<file path="src/inc/cmd_pkg.sv">
// constants, command codes and state codes shared by the command handling block
package cmd_pkg;
	typedef enum logic [3:0] {
		CMD_INTACK = 4'h0,
		CMD_SPECIAL = 4'h1,
		CMD_IO_RD = 4'h2,
		CMD_IO_WR = 4'h3,
		CMD_RSV4 = 4'h4,
		CMD_RSV5 = 4'h5,
		CMD_MEM_RD = 4'h6,
		CMD_MEM_WR = 4'h7,
		CMD_RSV8 = 4'h8,
		CMD_RSV9 = 4'h9,
		CMD_CFG_RD = 4'hA,
		CMD_CFG_WR = 4'hB,
		CMD_MEM_RD_MULT = 4'hC,
		CMD_DAC = 4'hD,
		CMD_MEM_RD_LINE = 4'hE,
		CMD_MEM_WR_INV = 4'hF
	} cmd_t;

	typedef enum logic [2:0] {
		ST_IDLE = 3'h0,
		ST_DEC = 3'h1,
		ST_DATA = 3'h3,
		ST_TURN = 3'h2,
		ST_DAC = 3'h4
	} tstate_t;

	localparam int unsigned MAX_WAIT_DEF = 16;
	localparam int unsigned WAIT_W = 5;
	localparam int unsigned CFG_WORDS = 16;
	localparam int unsigned CFG_IDX_W = 4;
	localparam int unsigned CFG_IDX_LSB = 2;
	localparam logic [3:0] CFG_LOAD_IDX = 4'hE;
	localparam logic [3:0] CFG_RB_IDX = 4'hF;
	// identity word: arbitrary value
	localparam logic [31:0] CFG_ID_WORD = 32'h00A5005A;
	localparam logic [31:0] CFG_ZERO = 32'h00000000;
	localparam logic [3:0] BE_ALL_ON_N = 4'h0;
	localparam logic [31:0] ADDR_STEP = 32'h00000004;
endpackage : cmd_pkg

</file>
<file path="src/inc/policy_if.sv">
// command policy carried from the decoder to its user
`timescale 1ns/100ps
interface policy_if;
	logic [3:0] code;
	logic accept;
	logic rd;
	logic wr;
	logic io;
	logic mem;
	logic cfg;
	logic burst;
	logic dac;
	modport dec (input code, output accept, rd, wr, io, mem, cfg, burst, dac);
	modport use_p (output code, input accept, rd, wr, io, mem, cfg, burst, dac);
endinterface : policy_if

</file>
<file path="src/design/cmd_decode.sv">
// decodes a 4-bit bus command into its transfer policy
`timescale 1ns/100ps
module cmd_decode (
	policy_if.dec pol
);
	wire is_mrd;
	wire is_mwr;
	wire is_io;
	wire is_cfg;
	assign is_mrd = (pol.code == cmd_pkg::CMD_MEM_RD) || (pol.code == cmd_pkg::CMD_MEM_RD_MULT)
		|| (pol.code == cmd_pkg::CMD_MEM_RD_LINE);
	assign is_mwr = (pol.code == cmd_pkg::CMD_MEM_WR) || (pol.code == cmd_pkg::CMD_MEM_WR_INV);
	assign is_io = (pol.code == cmd_pkg::CMD_IO_RD) || (pol.code == cmd_pkg::CMD_IO_WR);
	assign is_cfg = (pol.code == cmd_pkg::CMD_CFG_RD) || (pol.code == cmd_pkg::CMD_CFG_WR);
	assign pol.accept = is_mrd | is_mwr | is_io | is_cfg;
	assign pol.rd = is_mrd || (pol.code == cmd_pkg::CMD_IO_RD) || (pol.code == cmd_pkg::CMD_CFG_RD);
	assign pol.wr = is_mwr || (pol.code == cmd_pkg::CMD_IO_WR) || (pol.code == cmd_pkg::CMD_CFG_WR);
	assign pol.io = is_io;
	assign pol.mem = is_mrd | is_mwr;
	assign pol.cfg = is_cfg;
	assign pol.burst = is_mrd | is_mwr;
	assign pol.dac = (pol.code == cmd_pkg::CMD_DAC);
endmodule : cmd_decode

</file>
<file path="src/design/pci_command_handling.sv">
// target command policy, delayed transactions, config space and master command issue
// What this block does
// - interrupt acknowledge is never issued nor claimed
// - special cycles are ignored by target and never issued
// - reserved command codes are never claimed nor issued
// - I/O accesses disconnect with data on the first data phase
// - delay mode low: I/O and memory reads are delayed, no wait states
// - delay mode high: I/O and memory reads wait for user data, retry at the wait limit
// - delay mode low: I/O writes are delayed, no wait states
// - delay mode high: memory reads burst; pending but empty waits up to the limit, then retry
// - memory writes are posted, burst, and see no wait states
// - config accesses never burst, no waits, disconnect with first data
// - config accesses are served internally, user logic sees nothing
// - master permits bursts and adds no wait states of its own
// - read multiple is handled as a plain memory read
// - read line is handled as a plain memory read
// - write and invalidate is handled as a plain memory write
// - a dual address with zero upper half becomes a single address
// - default config contents answer correctly straight after reset
// - logic configuration may be loaded through config writes
// - logic configuration may be read back through config reads
// - device select asserts two clocks after the address phase
// - master reads drive all byte enables; target ignores read enables
`timescale 1ns/100ps
module pci_command_handling #(
	parameter int unsigned MAX_WAIT = cmd_pkg::MAX_WAIT_DEF,
	parameter logic [31:0] MEM_BASE = 32'h80000000,
	parameter logic [31:0] MEM_MASK = 32'hFFF00000,
	parameter logic [31:0] IO_BASE = 32'h00001000,
	parameter logic [31:0] IO_MASK = 32'hFFFFFF00
) (
	input wire logic REF_CLK,
	input wire logic RESETN,
	input wire logic FRAME_N,
	input wire logic IRDY_N,
	input wire logic IDSEL,
	input wire logic [31:0] AD_IN,
	input wire logic [3:0] CBE_IN,
	output logic [31:0] AD_OUT,
	output logic AD_OE,
	output logic DEVSEL_N_OUT,
	output logic TRDY_N_OUT,
	output logic STOP_N_OUT,
	output logic TGT_OE,
	input wire logic DELTR_N,
	input wire logic TR_PEND_N,
	input wire logic TR_VALID,
	input wire logic [31:0] TR_DATA,
	output logic TR_TAKE,
	output logic TW_VALID,
	output logic [31:0] TW_ADDR,
	output logic [31:0] TW_DATA,
	output logic [3:0] TW_BE,
	output logic DLY_REQ,
	output logic [3:0] DLY_CMD,
	output logic [31:0] DLY_ADDR,
	output logic [31:0] DLY_WDATA,
	output logic [3:0] DLY_BE,
	input wire logic DLY_ACK,
	input wire logic [31:0] DLY_RDATA,
	output logic CFG_LOAD_STB,
	output logic [31:0] CFG_LOAD_DATA,
	input wire logic [31:0] CFG_RB_DATA,
	input wire logic MST_GO,
	input wire logic [3:0] MST_CMD,
	input wire logic [63:0] MST_ADDR,
	input wire logic [3:0] MST_BE,
	output logic MST_ISSUE,
	output logic [3:0] MST_ISSUE_CMD,
	output logic [63:0] MST_ISSUE_ADDR,
	output logic MST_ISSUE_DAC,
	output logic [3:0] MST_ISSUE_BE,
	output logic MST_BURST_OK,
	output logic MST_REFUSED
);
	localparam logic [cmd_pkg::WAIT_W-1:0] WAIT_LAST = cmd_pkg::WAIT_W'(MAX_WAIT - 1);

	// bus pins come from the bus clock domain: two flops before use
	logic [37:0] sync1_q;
	logic [37:0] sync2_q;
	wire frame_s = sync2_q[37];
	wire irdy_s = sync2_q[36];
	wire idsel_s = sync2_q[35];
	wire [31:0] ad_s = sync2_q[31:0];
	wire [2:0] cbe_s = sync2_q[34:32];
	always_ff @(posedge REF_CLK) begin
		sync1_q <= {FRAME_N, IRDY_N, IDSEL, CBE_IN[2:0], AD_IN};
		sync2_q <= sync1_q;
	end
	logic cbe3_1_q;
	logic cbe3_2_q;
	always_ff @(posedge REF_CLK) begin
		cbe3_1_q <= CBE_IN[3];
		cbe3_2_q <= cbe3_1_q;
	end
	wire [3:0] cbe_full = {cbe3_2_q, cbe_s[2:0]};

	cmd_pkg::tstate_t st_q;
	logic [3:0] cmd_q;
	logic [31:0] addr_q;
	logic upper_zero_q;
	logic idsel_q;

	policy_if tp ();
	policy_if mp ();
	assign tp.code = cmd_q;
	assign mp.code = MST_CMD;
	cmd_decode u_tdec (.pol(tp.dec));
	cmd_decode u_mdec (.pol(mp.dec));

	// claim decode, evaluated in the decode cycle
	wire mem_hit = ((addr_q & MEM_MASK) == MEM_BASE) && tp.mem;
	wire io_hit = ((addr_q & IO_MASK) == IO_BASE) && tp.io;
	wire cfg_hit = tp.cfg && idsel_q;
	wire claim = tp.accept && upper_zero_q && (mem_hit || io_hit || cfg_hit);
	// delayed handling selected by the strap input
	wire use_dly = ~DELTR_N && ((tp.rd && !tp.cfg) || (tp.io && tp.wr));
	logic dly_pend_q;
	logic dly_done_q;
	logic [31:0] dly_rdata_q;
	wire dly_match = (cmd_q == DLY_CMD) && (addr_q == DLY_ADDR);
	wire dly_finish = use_dly && dly_pend_q && dly_done_q && dly_match;
	wire dly_start = use_dly && claim && !dly_pend_q;

	// config space with default contents from reset onward
	logic [31:0] cfg_mem_q [cmd_pkg::CFG_WORDS];
	wire [cmd_pkg::CFG_IDX_W-1:0] cfg_idx =
		addr_q[cmd_pkg::CFG_IDX_LSB +: cmd_pkg::CFG_IDX_W];
	// readback word taken from the configuration logic
	wire [31:0] cfg_rd_word = (cfg_idx == cmd_pkg::CFG_RB_IDX) ? CFG_RB_DATA : cfg_mem_q[cfg_idx];
	wire [31:0] be_mask = {{8{~cbe_full[3]}}, {8{~cbe_full[2]}}, {8{~cbe_full[1]}}, {8{~cbe_full[0]}}};

	// data phase flags
	logic m_cfg_q;
	logic m_rd_q;
	logic m_post_q;
	logic m_dly_q;
	logic m_one_q;
	logic m_burst_q;
	logic got_one_q;
	logic [cmd_pkg::WAIT_W-1:0] wait_q;
	wire xfer = ~irdy_s && ~TRDY_N_OUT;
	wire done = frame_s && (xfer || ~STOP_N_OUT);
	wire rd_stream = (st_q == cmd_pkg::ST_DATA) && m_rd_q && !m_cfg_q && !m_dly_q;
	wire can_load = rd_stream && STOP_N_OUT && (TRDY_N_OUT || (xfer && m_burst_q)) && !done;
	wire load = can_load && TR_VALID;
	wire at_limit = (wait_q == WAIT_LAST);
	wire drained = got_one_q && !TR_VALID && TR_PEND_N;
	wire give_up = rd_stream && STOP_N_OUT && TRDY_N_OUT && !TR_VALID && (at_limit || drained);

	always_ff @(posedge REF_CLK) begin
		if (!RESETN) begin
			st_q <= cmd_pkg::ST_IDLE;
			cmd_q <= 4'h0;
			addr_q <= 32'h00000000;
			upper_zero_q <= 1'b1;
			idsel_q <= 1'b0;
		end else begin
			unique case (st_q)
				cmd_pkg::ST_IDLE: begin
					if (!frame_s) begin
						cmd_q <= cbe_full;
						addr_q <= ad_s;
						idsel_q <= idsel_s;
						upper_zero_q <= 1'b1;
						st_q <= (cbe_full == cmd_pkg::CMD_DAC) ? cmd_pkg::ST_DAC : cmd_pkg::ST_DEC;
					end
				end
				cmd_pkg::ST_DAC: begin
					// zero upper half falls back to 32-bit decode
					cmd_q <= cbe_full;
					upper_zero_q <= (ad_s == 32'h00000000);
					st_q <= cmd_pkg::ST_DEC;
				end
				cmd_pkg::ST_DEC: begin
					st_q <= claim ? cmd_pkg::ST_DATA : cmd_pkg::ST_TURN;
				end
				cmd_pkg::ST_DATA: begin
					if (done) begin
						st_q <= cmd_pkg::ST_TURN;
					end
				end
				cmd_pkg::ST_TURN: begin
					// unclaimed cycles wait here for the master to finish
					if (frame_s && irdy_s) begin
						st_q <= cmd_pkg::ST_IDLE;
					end
				end
				default: st_q <= cmd_pkg::ST_IDLE;
			endcase
		end
	end

	// target handshake outputs
	always_ff @(posedge REF_CLK) begin
		if (!RESETN) begin
			DEVSEL_N_OUT <= 1'b1;
			TRDY_N_OUT <= 1'b1;
			STOP_N_OUT <= 1'b1;
			TGT_OE <= 1'b0;
			AD_OE <= 1'b0;
			AD_OUT <= 32'h00000000;
			m_cfg_q <= 1'b0;
			m_rd_q <= 1'b0;
			m_post_q <= 1'b0;
			m_dly_q <= 1'b0;
			m_one_q <= 1'b0;
			m_burst_q <= 1'b0;
			got_one_q <= 1'b0;
			wait_q <= '0;
		end else if (st_q == cmd_pkg::ST_DEC && claim) begin
			// medium decode: select two clocks after address
			DEVSEL_N_OUT <= 1'b0;
			TGT_OE <= 1'b1;
			AD_OE <= tp.rd;
			m_cfg_q <= tp.cfg;
			m_rd_q <= tp.rd;
			m_post_q <= tp.mem && tp.wr;
			m_dly_q <= use_dly;
			m_one_q <= tp.io || tp.cfg;
			m_burst_q <= tp.burst;
			got_one_q <= 1'b0;
			wait_q <= '0;
			if (tp.cfg) begin
				// config: no wait, disconnect with data
				TRDY_N_OUT <= 1'b0;
				STOP_N_OUT <= 1'b0;
				AD_OUT <= cfg_rd_word;
			end else if (use_dly) begin
				// retry until done, then one word
				TRDY_N_OUT <= ~dly_finish;
				STOP_N_OUT <= 1'b0;
				AD_OUT <= dly_rdata_q;
			end else if (tp.mem && tp.wr) begin
				// no wait states on posted writes
				TRDY_N_OUT <= 1'b0;
			end else if (tp.io && tp.wr) begin
				TRDY_N_OUT <= 1'b0;
				STOP_N_OUT <= 1'b0;
			end
		end else if (st_q == cmd_pkg::ST_DATA) begin
			if (done) begin
				DEVSEL_N_OUT <= 1'b1;
				TRDY_N_OUT <= 1'b1;
				STOP_N_OUT <= 1'b1;
				AD_OE <= 1'b0;
			end else if (load) begin
				// data from user ends the wait
				AD_OUT <= TR_DATA;
				TRDY_N_OUT <= 1'b0;
				// I/O read disconnects with its first word
				STOP_N_OUT <= ~m_one_q;
				got_one_q <= 1'b1;
				wait_q <= '0;
			end else if (give_up) begin
				// wait limit reached, or user has nothing more pending: retry or disconnect
				STOP_N_OUT <= 1'b0;
			end else if (xfer && !m_post_q) begin
				TRDY_N_OUT <= 1'b1;
			end else if (rd_stream && TRDY_N_OUT) begin
				wait_q <= wait_q + 1'b1;
			end
		end else if (st_q == cmd_pkg::ST_TURN) begin
			// release the shared lines one cycle after driving them high
			TGT_OE <= 1'b0;
		end
	end

	// user-side strobes for streamed transfers
	always_ff @(posedge REF_CLK) begin
		if (!RESETN) begin
			TR_TAKE <= 1'b0;
			TW_VALID <= 1'b0;
			TW_ADDR <= 32'h00000000;
			TW_DATA <= 32'h00000000;
			TW_BE <= 4'h0;
		end else begin
			TR_TAKE <= load;
			// posted burst words handed on as they arrive
			TW_VALID <= (st_q == cmd_pkg::ST_DATA) && m_post_q && xfer;
			TW_DATA <= ad_s;
			TW_BE <= cbe_full;
			if (st_q == cmd_pkg::ST_DEC) begin
				TW_ADDR <= addr_q;
			end else if (TW_VALID) begin
				TW_ADDR <= TW_ADDR + cmd_pkg::ADDR_STEP;
			end
		end
	end

	// delayed transaction bookkeeping
	always_ff @(posedge REF_CLK) begin
		if (!RESETN) begin
			dly_pend_q <= 1'b0;
			dly_done_q <= 1'b0;
			dly_rdata_q <= 32'h00000000;
			DLY_REQ <= 1'b0;
			DLY_CMD <= 4'h0;
			DLY_ADDR <= 32'h00000000;
			DLY_WDATA <= 32'h00000000;
			DLY_BE <= 4'h0;
		end else begin
			if (st_q == cmd_pkg::ST_DEC && dly_start) begin
				dly_pend_q <= 1'b1;
				DLY_CMD <= cmd_q;
				DLY_ADDR <= addr_q;
			end else if (st_q == cmd_pkg::ST_DEC && claim && dly_finish) begin
				dly_pend_q <= 1'b0;
				dly_done_q <= 1'b0;
			end else if (DLY_ACK && dly_pend_q) begin
				dly_done_q <= 1'b1;
				dly_rdata_q <= DLY_RDATA;
			end
			// write data of the retried attempt is latched once master is ready
			if (st_q == cmd_pkg::ST_DATA && m_dly_q && TRDY_N_OUT && !irdy_s) begin
				DLY_WDATA <= ad_s;
				DLY_BE <= cbe_full;
			end
			DLY_REQ <= dly_pend_q && !dly_done_q;
		end
	end

	// config writes served inside the core only
	wire cfg_wr_now = (st_q == cmd_pkg::ST_DATA) && m_cfg_q && !m_rd_q && xfer;
	// load port word goes to the configuration logic
	wire cfg_load_now = cfg_wr_now && (cfg_idx == cmd_pkg::CFG_LOAD_IDX);
	always_ff @(posedge REF_CLK) begin
		if (!RESETN) begin
			for (int i = 0; i < cmd_pkg::CFG_WORDS; i++) begin
				cfg_mem_q[i] <= (i == 0) ? cmd_pkg::CFG_ID_WORD : cmd_pkg::CFG_ZERO;
			end
			CFG_LOAD_STB <= 1'b0;
			CFG_LOAD_DATA <= 32'h00000000;
		end else begin
			CFG_LOAD_STB <= cfg_load_now;
			if (cfg_load_now) begin
				CFG_LOAD_DATA <= ad_s;
			end else if (cfg_wr_now && cfg_idx != '0) begin
				cfg_mem_q[cfg_idx] <= (cfg_mem_q[cfg_idx] & ~be_mask) | (ad_s & be_mask);
			end
		end
	end

	// master command issue
	wire mst_upper_zero = (MST_ADDR[63:32] == 32'h00000000);
	// dual address code is a legal master command too
	wire mst_ok = mp.accept || mp.dac;
	always_ff @(posedge REF_CLK) begin
		if (!RESETN) begin
			MST_ISSUE <= 1'b0;
			MST_ISSUE_CMD <= 4'h0;
			MST_ISSUE_ADDR <= 64'h0000000000000000;
			MST_ISSUE_DAC <= 1'b0;
			MST_ISSUE_BE <= 4'h0;
			MST_BURST_OK <= 1'b0;
			MST_REFUSED <= 1'b0;
		end else begin
			// forbidden codes never reach the bus
			MST_ISSUE <= MST_GO && mst_ok;
			MST_REFUSED <= MST_GO && !mst_ok;
			if (MST_GO && mst_ok) begin
				MST_ISSUE_CMD <= MST_CMD;
				MST_ISSUE_ADDR <= MST_ADDR;
				// dual address only when upper half is used
				MST_ISSUE_DAC <= !mst_upper_zero && mp.mem;
				// every byte enable asserted on reads
				MST_ISSUE_BE <= mp.rd ? cmd_pkg::BE_ALL_ON_N : MST_BE;
				// bursting allowed, no master wait states
				MST_BURST_OK <= 1'b1;
			end
		end
	end
endmodule : pci_command_handling

</file>
<file path="config.mk">
export PLATFORM = sky130hd
export DESIGN_NAME = pci_command_handling
export DESIGN_NICKNAME = d
export VERILOG_FILES = /design/src/inc/cmd_pkg.sv /design/src/inc/policy_if.sv /design/src/design/cmd_decode.sv /design/src/design/pci_command_handling.sv
export SDC_FILE = /design/constraint.sdc
export NUM_CORES = 2
export LEC_CHECK = 0
export BUFFER_PORTS_ARGS = -buffer_cell sky130_fd_sc_hd__buf_2
export CAP_MARGIN = 30
export CORE_UTILIZATION = 46
export DETAILED_ROUTE_END_ITERATION = 7
export PLACE_DENSITY = 0.63
export SLEW_MARGIN = 20
export SYNTH_ARGS = -nofsm -noshare
export SYNTH_HDL_FRONTEND = slang
export SYNTH_SLANG_ARGS = --single-unit
</file>
<file path="constraint.sdc">
create_clock -name REF_CLK -period 8.9 [get_ports REF_CLK]
set_clock_uncertainty 0.15 [all_clocks]
set_input_delay 1.78 -clock REF_CLK [delete_from_list [all_inputs] [get_ports REF_CLK]]
set_output_delay 1.78 -clock REF_CLK [all_outputs]
set_load 0.005 [all_outputs]
</file>
After elaboration in Yosys (flattened, before gate mapping)
Memory sizes are Yosys's and may differ from the RTL's. A register that Yosys moved wholly into a read port is not among the register bits. Index checks and enable logic that the tools add are counted.

Bits in registers: 454. Memory bits (writable): 512. Bits of input ports: 214. Memories kept: 1.

Memory list: cfg_mem_q (words 16, width 32, read ports 1, clocked after memory_dff 1, wr ports 16, line pci_command_handling.sv:126) `logic [31:0] cfg_mem_q [cmd_pkg::CFG_WORDS];`.

Add/sub/neg operators: 2. Eq/ne operators: 43. Muxes and demuxes: 65. Bitwise operators: 25. Reduce and logical (&&, ||, !) cells: 116.

Operators with widths (count): two-way mux 32 bit (10); AND 32 bit (2); logical NOT 32 bit (2); == test 4 bit, second input constant (14); logical AND 1 bit (51); two-way mux 1 bit (39); adder 32 x 3 -> 32 bit, second input constant (1); == test 32 bit (1); inverter 32 bit (1); OR 32 bit (1); OR reduction 32 bit (1); == test 24 x 5 -> 1 bit, second input constant (1); logical OR 1 bit (24); two-way mux 4 bit (5); two-way mux 5 bit (4); nonzero test 2 bit (9); == test 4 x 2 -> 1 bit, second input constant (4); == test 4 x 3 -> 1 bit, second input constant (4); inverter 1 bit (15); one-hot mux 3 bit (5 select lines) (1); == test 12 bit, second input constant (1); logical NOT 1 bit (12); two-way mux 3 bit (4); AND reduction 4 bit (3); other kinds (21) (41).

Depth between registers and ports, before layout
Word-level depth: 15. Depth in mapped cells: 10. Depth with buffers taken out: 9.

Hierarchy
From an unflattened synthesis, not the netlist that was laid out.

Cells, all modules: 3508. Area, all modules: 39525.4 µm².

Modules (own cells, without submodules): pci_command_handling (instances 1, cells an instance 3486, area an instance 39367.8 µm², sequential area each 24543.5 µm²); cmd_decode (instances 2, cells an instance 11, area an instance 78.8 µm², sequential area each 0.0 µm²).

Worst setup path before layout
Ideal clock, no wire load.

Path kind: input-to-reg. Start point: input port RESETN. End point: memory cfg_mem_q[11][0] (enable). Library setup time: 389 ps. Data arrival time: 3740 ps. Required time: 8361 ps. Slack: 4620 ps. Stages on the path: 7. Buffers on the path: 2. Cell sequence: clkbuf_1 nand2_1 or2_1 nor3b_2 nand3_1 buf_2 nand2_1.

RTL lines: from (decl) (line pci_command_handling.sv:33) `input wire logic RESETN,`; to (decl) (line pci_command_handling.sv:126).

==> run metrics <==
status=complete, no violations; Yosys top cell area share=0.390; worst hold path class=flop to flop; Net Sw Power=0.00261 W; Gate Count Post-Synth=3372; detailed-route wire length=127000 um; kind of cell adding the most delay to the critical path=simple AND/OR/NAND/NOR gates; Max Cap Viol=0; Vias/cell=5.63; io pins=503; R2R Setup Slk=4.68 ns; Core ar.=84200 sq um; mux contribution to synthesized area=0.119; ANT nets after route=0; Hold Crit Start=sync1_q[29]$_DFF_P_; Crit-path slowest cell=nand2_1; Unique masters post-synth=66; synth top area cells=edfxtp_1 39%, dfxtp_1 23%, mux4_2 7.3%; grt met3 use=0.0948; Setup TNS Final=0 ns; Area Growth Syn to Fin=17.5%; Non-Filler Instances=5052; Max-slew headroom=0.365; GRT met2 Usage=0.428; P per Cell Area=222 nW/um^2; EDFF count, synth=512; largest family of logic cells by synthesized area=simple AND/OR/NAND/NOR gates; Cell Chain, Critical Path=buf_6 -> nand2_1 -> or2_1 -> nor3b_2 -> nand3_1 -> buf_4 -> nand2_1 -> buf_4; worst reg2reg path endpoint=cfg_mem_q[10][30]$_SDFFCE_PN0P_; clock share of power=0.409; die height=295 um; Final setup viols=0; Setup CP Type=primary input to flop; adder-cell share of the synthesized area=0.000953; simple-gate portion of the synthesized area=0.142; GRT Resource Usage Total=0.287; FF-to-FF path depth=7; CTS clock-pin slew for the worst setup and hold paths=0.06 ns; Worst Setup Start Kind=primary input; combinational share of power=0.099; vias in the first global route=26583; DRC=0; CTS Buf Count=99; most used routing layer=met2; met1 Use GR=0.396; crit path DAT=4.79 ns; minimum clock period=4.62 ns; register area share after synthesis=0.623; Site Rows=106; Starting Density=0.468; register bit total from synthesis=970; ys async rst share=0; GPL Wtd Cong=0.925; 1st-pass router iterations=6; WHS Path Cells=0; routed via count=28434; post-CTS resize count=0; placed cells=4865; largest net degree at the start of global routing=103; H-Tree Depth=3; detailed-placement wirelength estimate=86700 um; YS warnings=0; clock sink count=970; PortBufs=502; clk buf depth=3; Netlist Area Pre-Place=39400 sq um; clk_lat worst skew=0.67 ns; Crit path buffers/inverters=3; internal power=0.00766 W; RSZ-0062 raised after global routing=false; P_leak=17.6 nW; wire per inst=25.0 um; layout cell share with drive strength beyond 1=0.242; CP max FO=102; Hold Buf Count CTS=0; dominant synthesized flop cell=edfxtp_1; fmax=0.217 GHz; worst hold endpoint=sync2_q[29]$_DFF_P_; CTS tree=done; Slew @ Worst Pin=0.935 ns; Largest stage delay, worst path=0.59 ns; Yosys top cell by area=edfxtp_1; Layout Nets=4050; clock root buffer=clkbuf_16; Synth Area in XOR/XNOR=0.0149; initial antenna violation count=7; first-pass GRT wire length=182000 um; post-CTS setup buffers=0; fin crit share=0.519; chip width=295 um; compound-gate portion of the synthesized area=0.0682; sequential power share=0.492; pins over their slew limit=0; Final Hold Viols=0; grt ovf=0; Critical Path RT=9.07 ns; maximum VDD drop=0.000174 V; synthesized area per cell=11.7 sq um; crit end category=flop; DRT iter0 DRCs=3212; die area=86800 sq um; Sw Share=0.255
-- layout make-up --
| class | count | area, sq um |
|---|---|---|
| timing repair buffer | 575 | 3070 |
| inverter | 11 | 48.8 |
| sequential | 970 | 24600 |
| clock inverter | 56 | 561 |
| tap | 1134 | 1420 |
| antenna | 1 | 2.50 |
| fill | 7183 | 37900 |
| clock buffer | 129 | 2750 |
| multi-input combinational | 2176 | 13900 |
-- sequential cells by signal, summed over array words and instances, names as in the netlist, 5 cells and up, named ones only --
name and cells:
sync2_q 38, DLY_WDATA 32, wait_q 5, addr_q 32, TW_DATA 32, sync1_q 38
cfg_mem_q 512, MST_ISSUE_ADDR 64, AD_OUT 32, DLY_ADDR 32, dly_rdata_q 32, TW_ADDR 32
CFG_LOAD_DATA 32
-- power by group through the flow --
stage               Combinational (W)  Sequential (W)  Clock [W]
CTS                           0.00101         0.00505    0.00425
finish                        0.00101         0.00505    0.00420
detailed placement            0.00101         0.00514          0
global route                  0.00108         0.00507    0.00442
global placement             0.000997         0.00514          0
floorplan                    0.000675         0.00505          0
-- metal layers --
| metal | part of all wire | up-vias | wire length [um] |
|---|---|---|---|
| met5 | 0.00032 | - | 40 |
| met4 | 0.031 | 6 | 3880 |
| met3 | 0.12 | 221 | 15400 |
| met2 | 0.45 | 1501 | 56300 |
| met1 | 0.40 | 13874 | 50800 |
| li1 | - | 12832 | - |
-- stage by stage --
stage	utilization	total power, W	cell area [sq um]	setup slack, ns	hold slack (ns)
global route	0.550	0.0106	46300	4.10	0.179
global placement	0.510	0.00614	43000	3.63	0.160
floorplan	-	0.00573	39600	4.62	0.160
finish	0.550	0.0103	46300	4.28	0.164
detailed placement	0.510	0.00615	43000	3.57	0.162
CTS	0.550	0.0103	46300	4.26	0.165
-- cell families after synthesis --
group,Yosys count
AOI/OAI and AO/OA,448
xor gates and xnor gates,67
adders and majority gates,3
buffers and inverters,288
DFF,970
muxes,266
other,2
and+or+nand+nor,1328
-- worst max path at each step --
stage               slack (ns)   start                              end  cells past startpoint
CTS                       4.26  RESETN  cfg_mem_q[11][23]$_SDFFCE_PN0P_                      8
finish                    4.28  RESETN    cfg_mem_q[7][0]$_SDFFCE_PN0P_                      8
detailed placement        3.57  RESETN   cfg_mem_q[11][7]$_SDFFCE_PN0P_                      8
floorplan                 4.62  RESETN   cfg_mem_q[11][0]$_SDFFCE_PN0P_                      7
global placement          3.63  RESETN   cfg_mem_q[11][6]$_SDFFCE_PN0P_                      8
global route              4.10  RESETN  cfg_mem_q[11][23]$_SDFFCE_PN0P_                      8
-- layout by cell type, fill, tap and decap left out, types with 4 or more instances in the layout --
cell type,count
mux2i_1,75
a21oi_1,231
bufinv_16,7
a211oi_1,21
buf_4,72
mux4_2,128
conb_1,64
clkbuf_8,11
xnor2_1,16
o21ai_1,30
nand2_1,551
and3_1,19
o211ai_1,37
a31oi_1,33
nor4_1,28
nor3_1,10
and2_1,40
a222oi_1,30
nor3b_1,4
or3_1,5
clkbuf_2,4
nor2_1,533
o21ai_0,45
clkbuf_1,13
buf_2,501
and4_1,7
xor2_1,51
clkinv_1,16
nand3_1,68
clkinvlp_4,8
nor2b_1,9
inv_1,10
clkbuf_16,101
mux2_2,31
edfxtp_1,512
nand4_1,25
dfxtp_1,454
mux2i_4,31
clkinv_2,15
-- cell usage after synthesis, drive strengths merged, types with 31 or more instances --
| cell | instances |
|---|---|
| a31oi | 33 |
| mux4 | 128 |
| nand3 | 68 |
| clkbuf | 166 |
| and2 | 40 |
| o21ai | 75 |
| edfxtp | 512 |
| mux2 | 31 |
| a21oi | 231 |
| nor4 | 31 |
| nand2 | 552 |
| xor2 | 51 |
| o211ai | 37 |
| nor2 | 535 |
| dfxtp | 458 |
| mux2i | 107 |
| buf | 111 |
(Power assumes the default switching activity.)
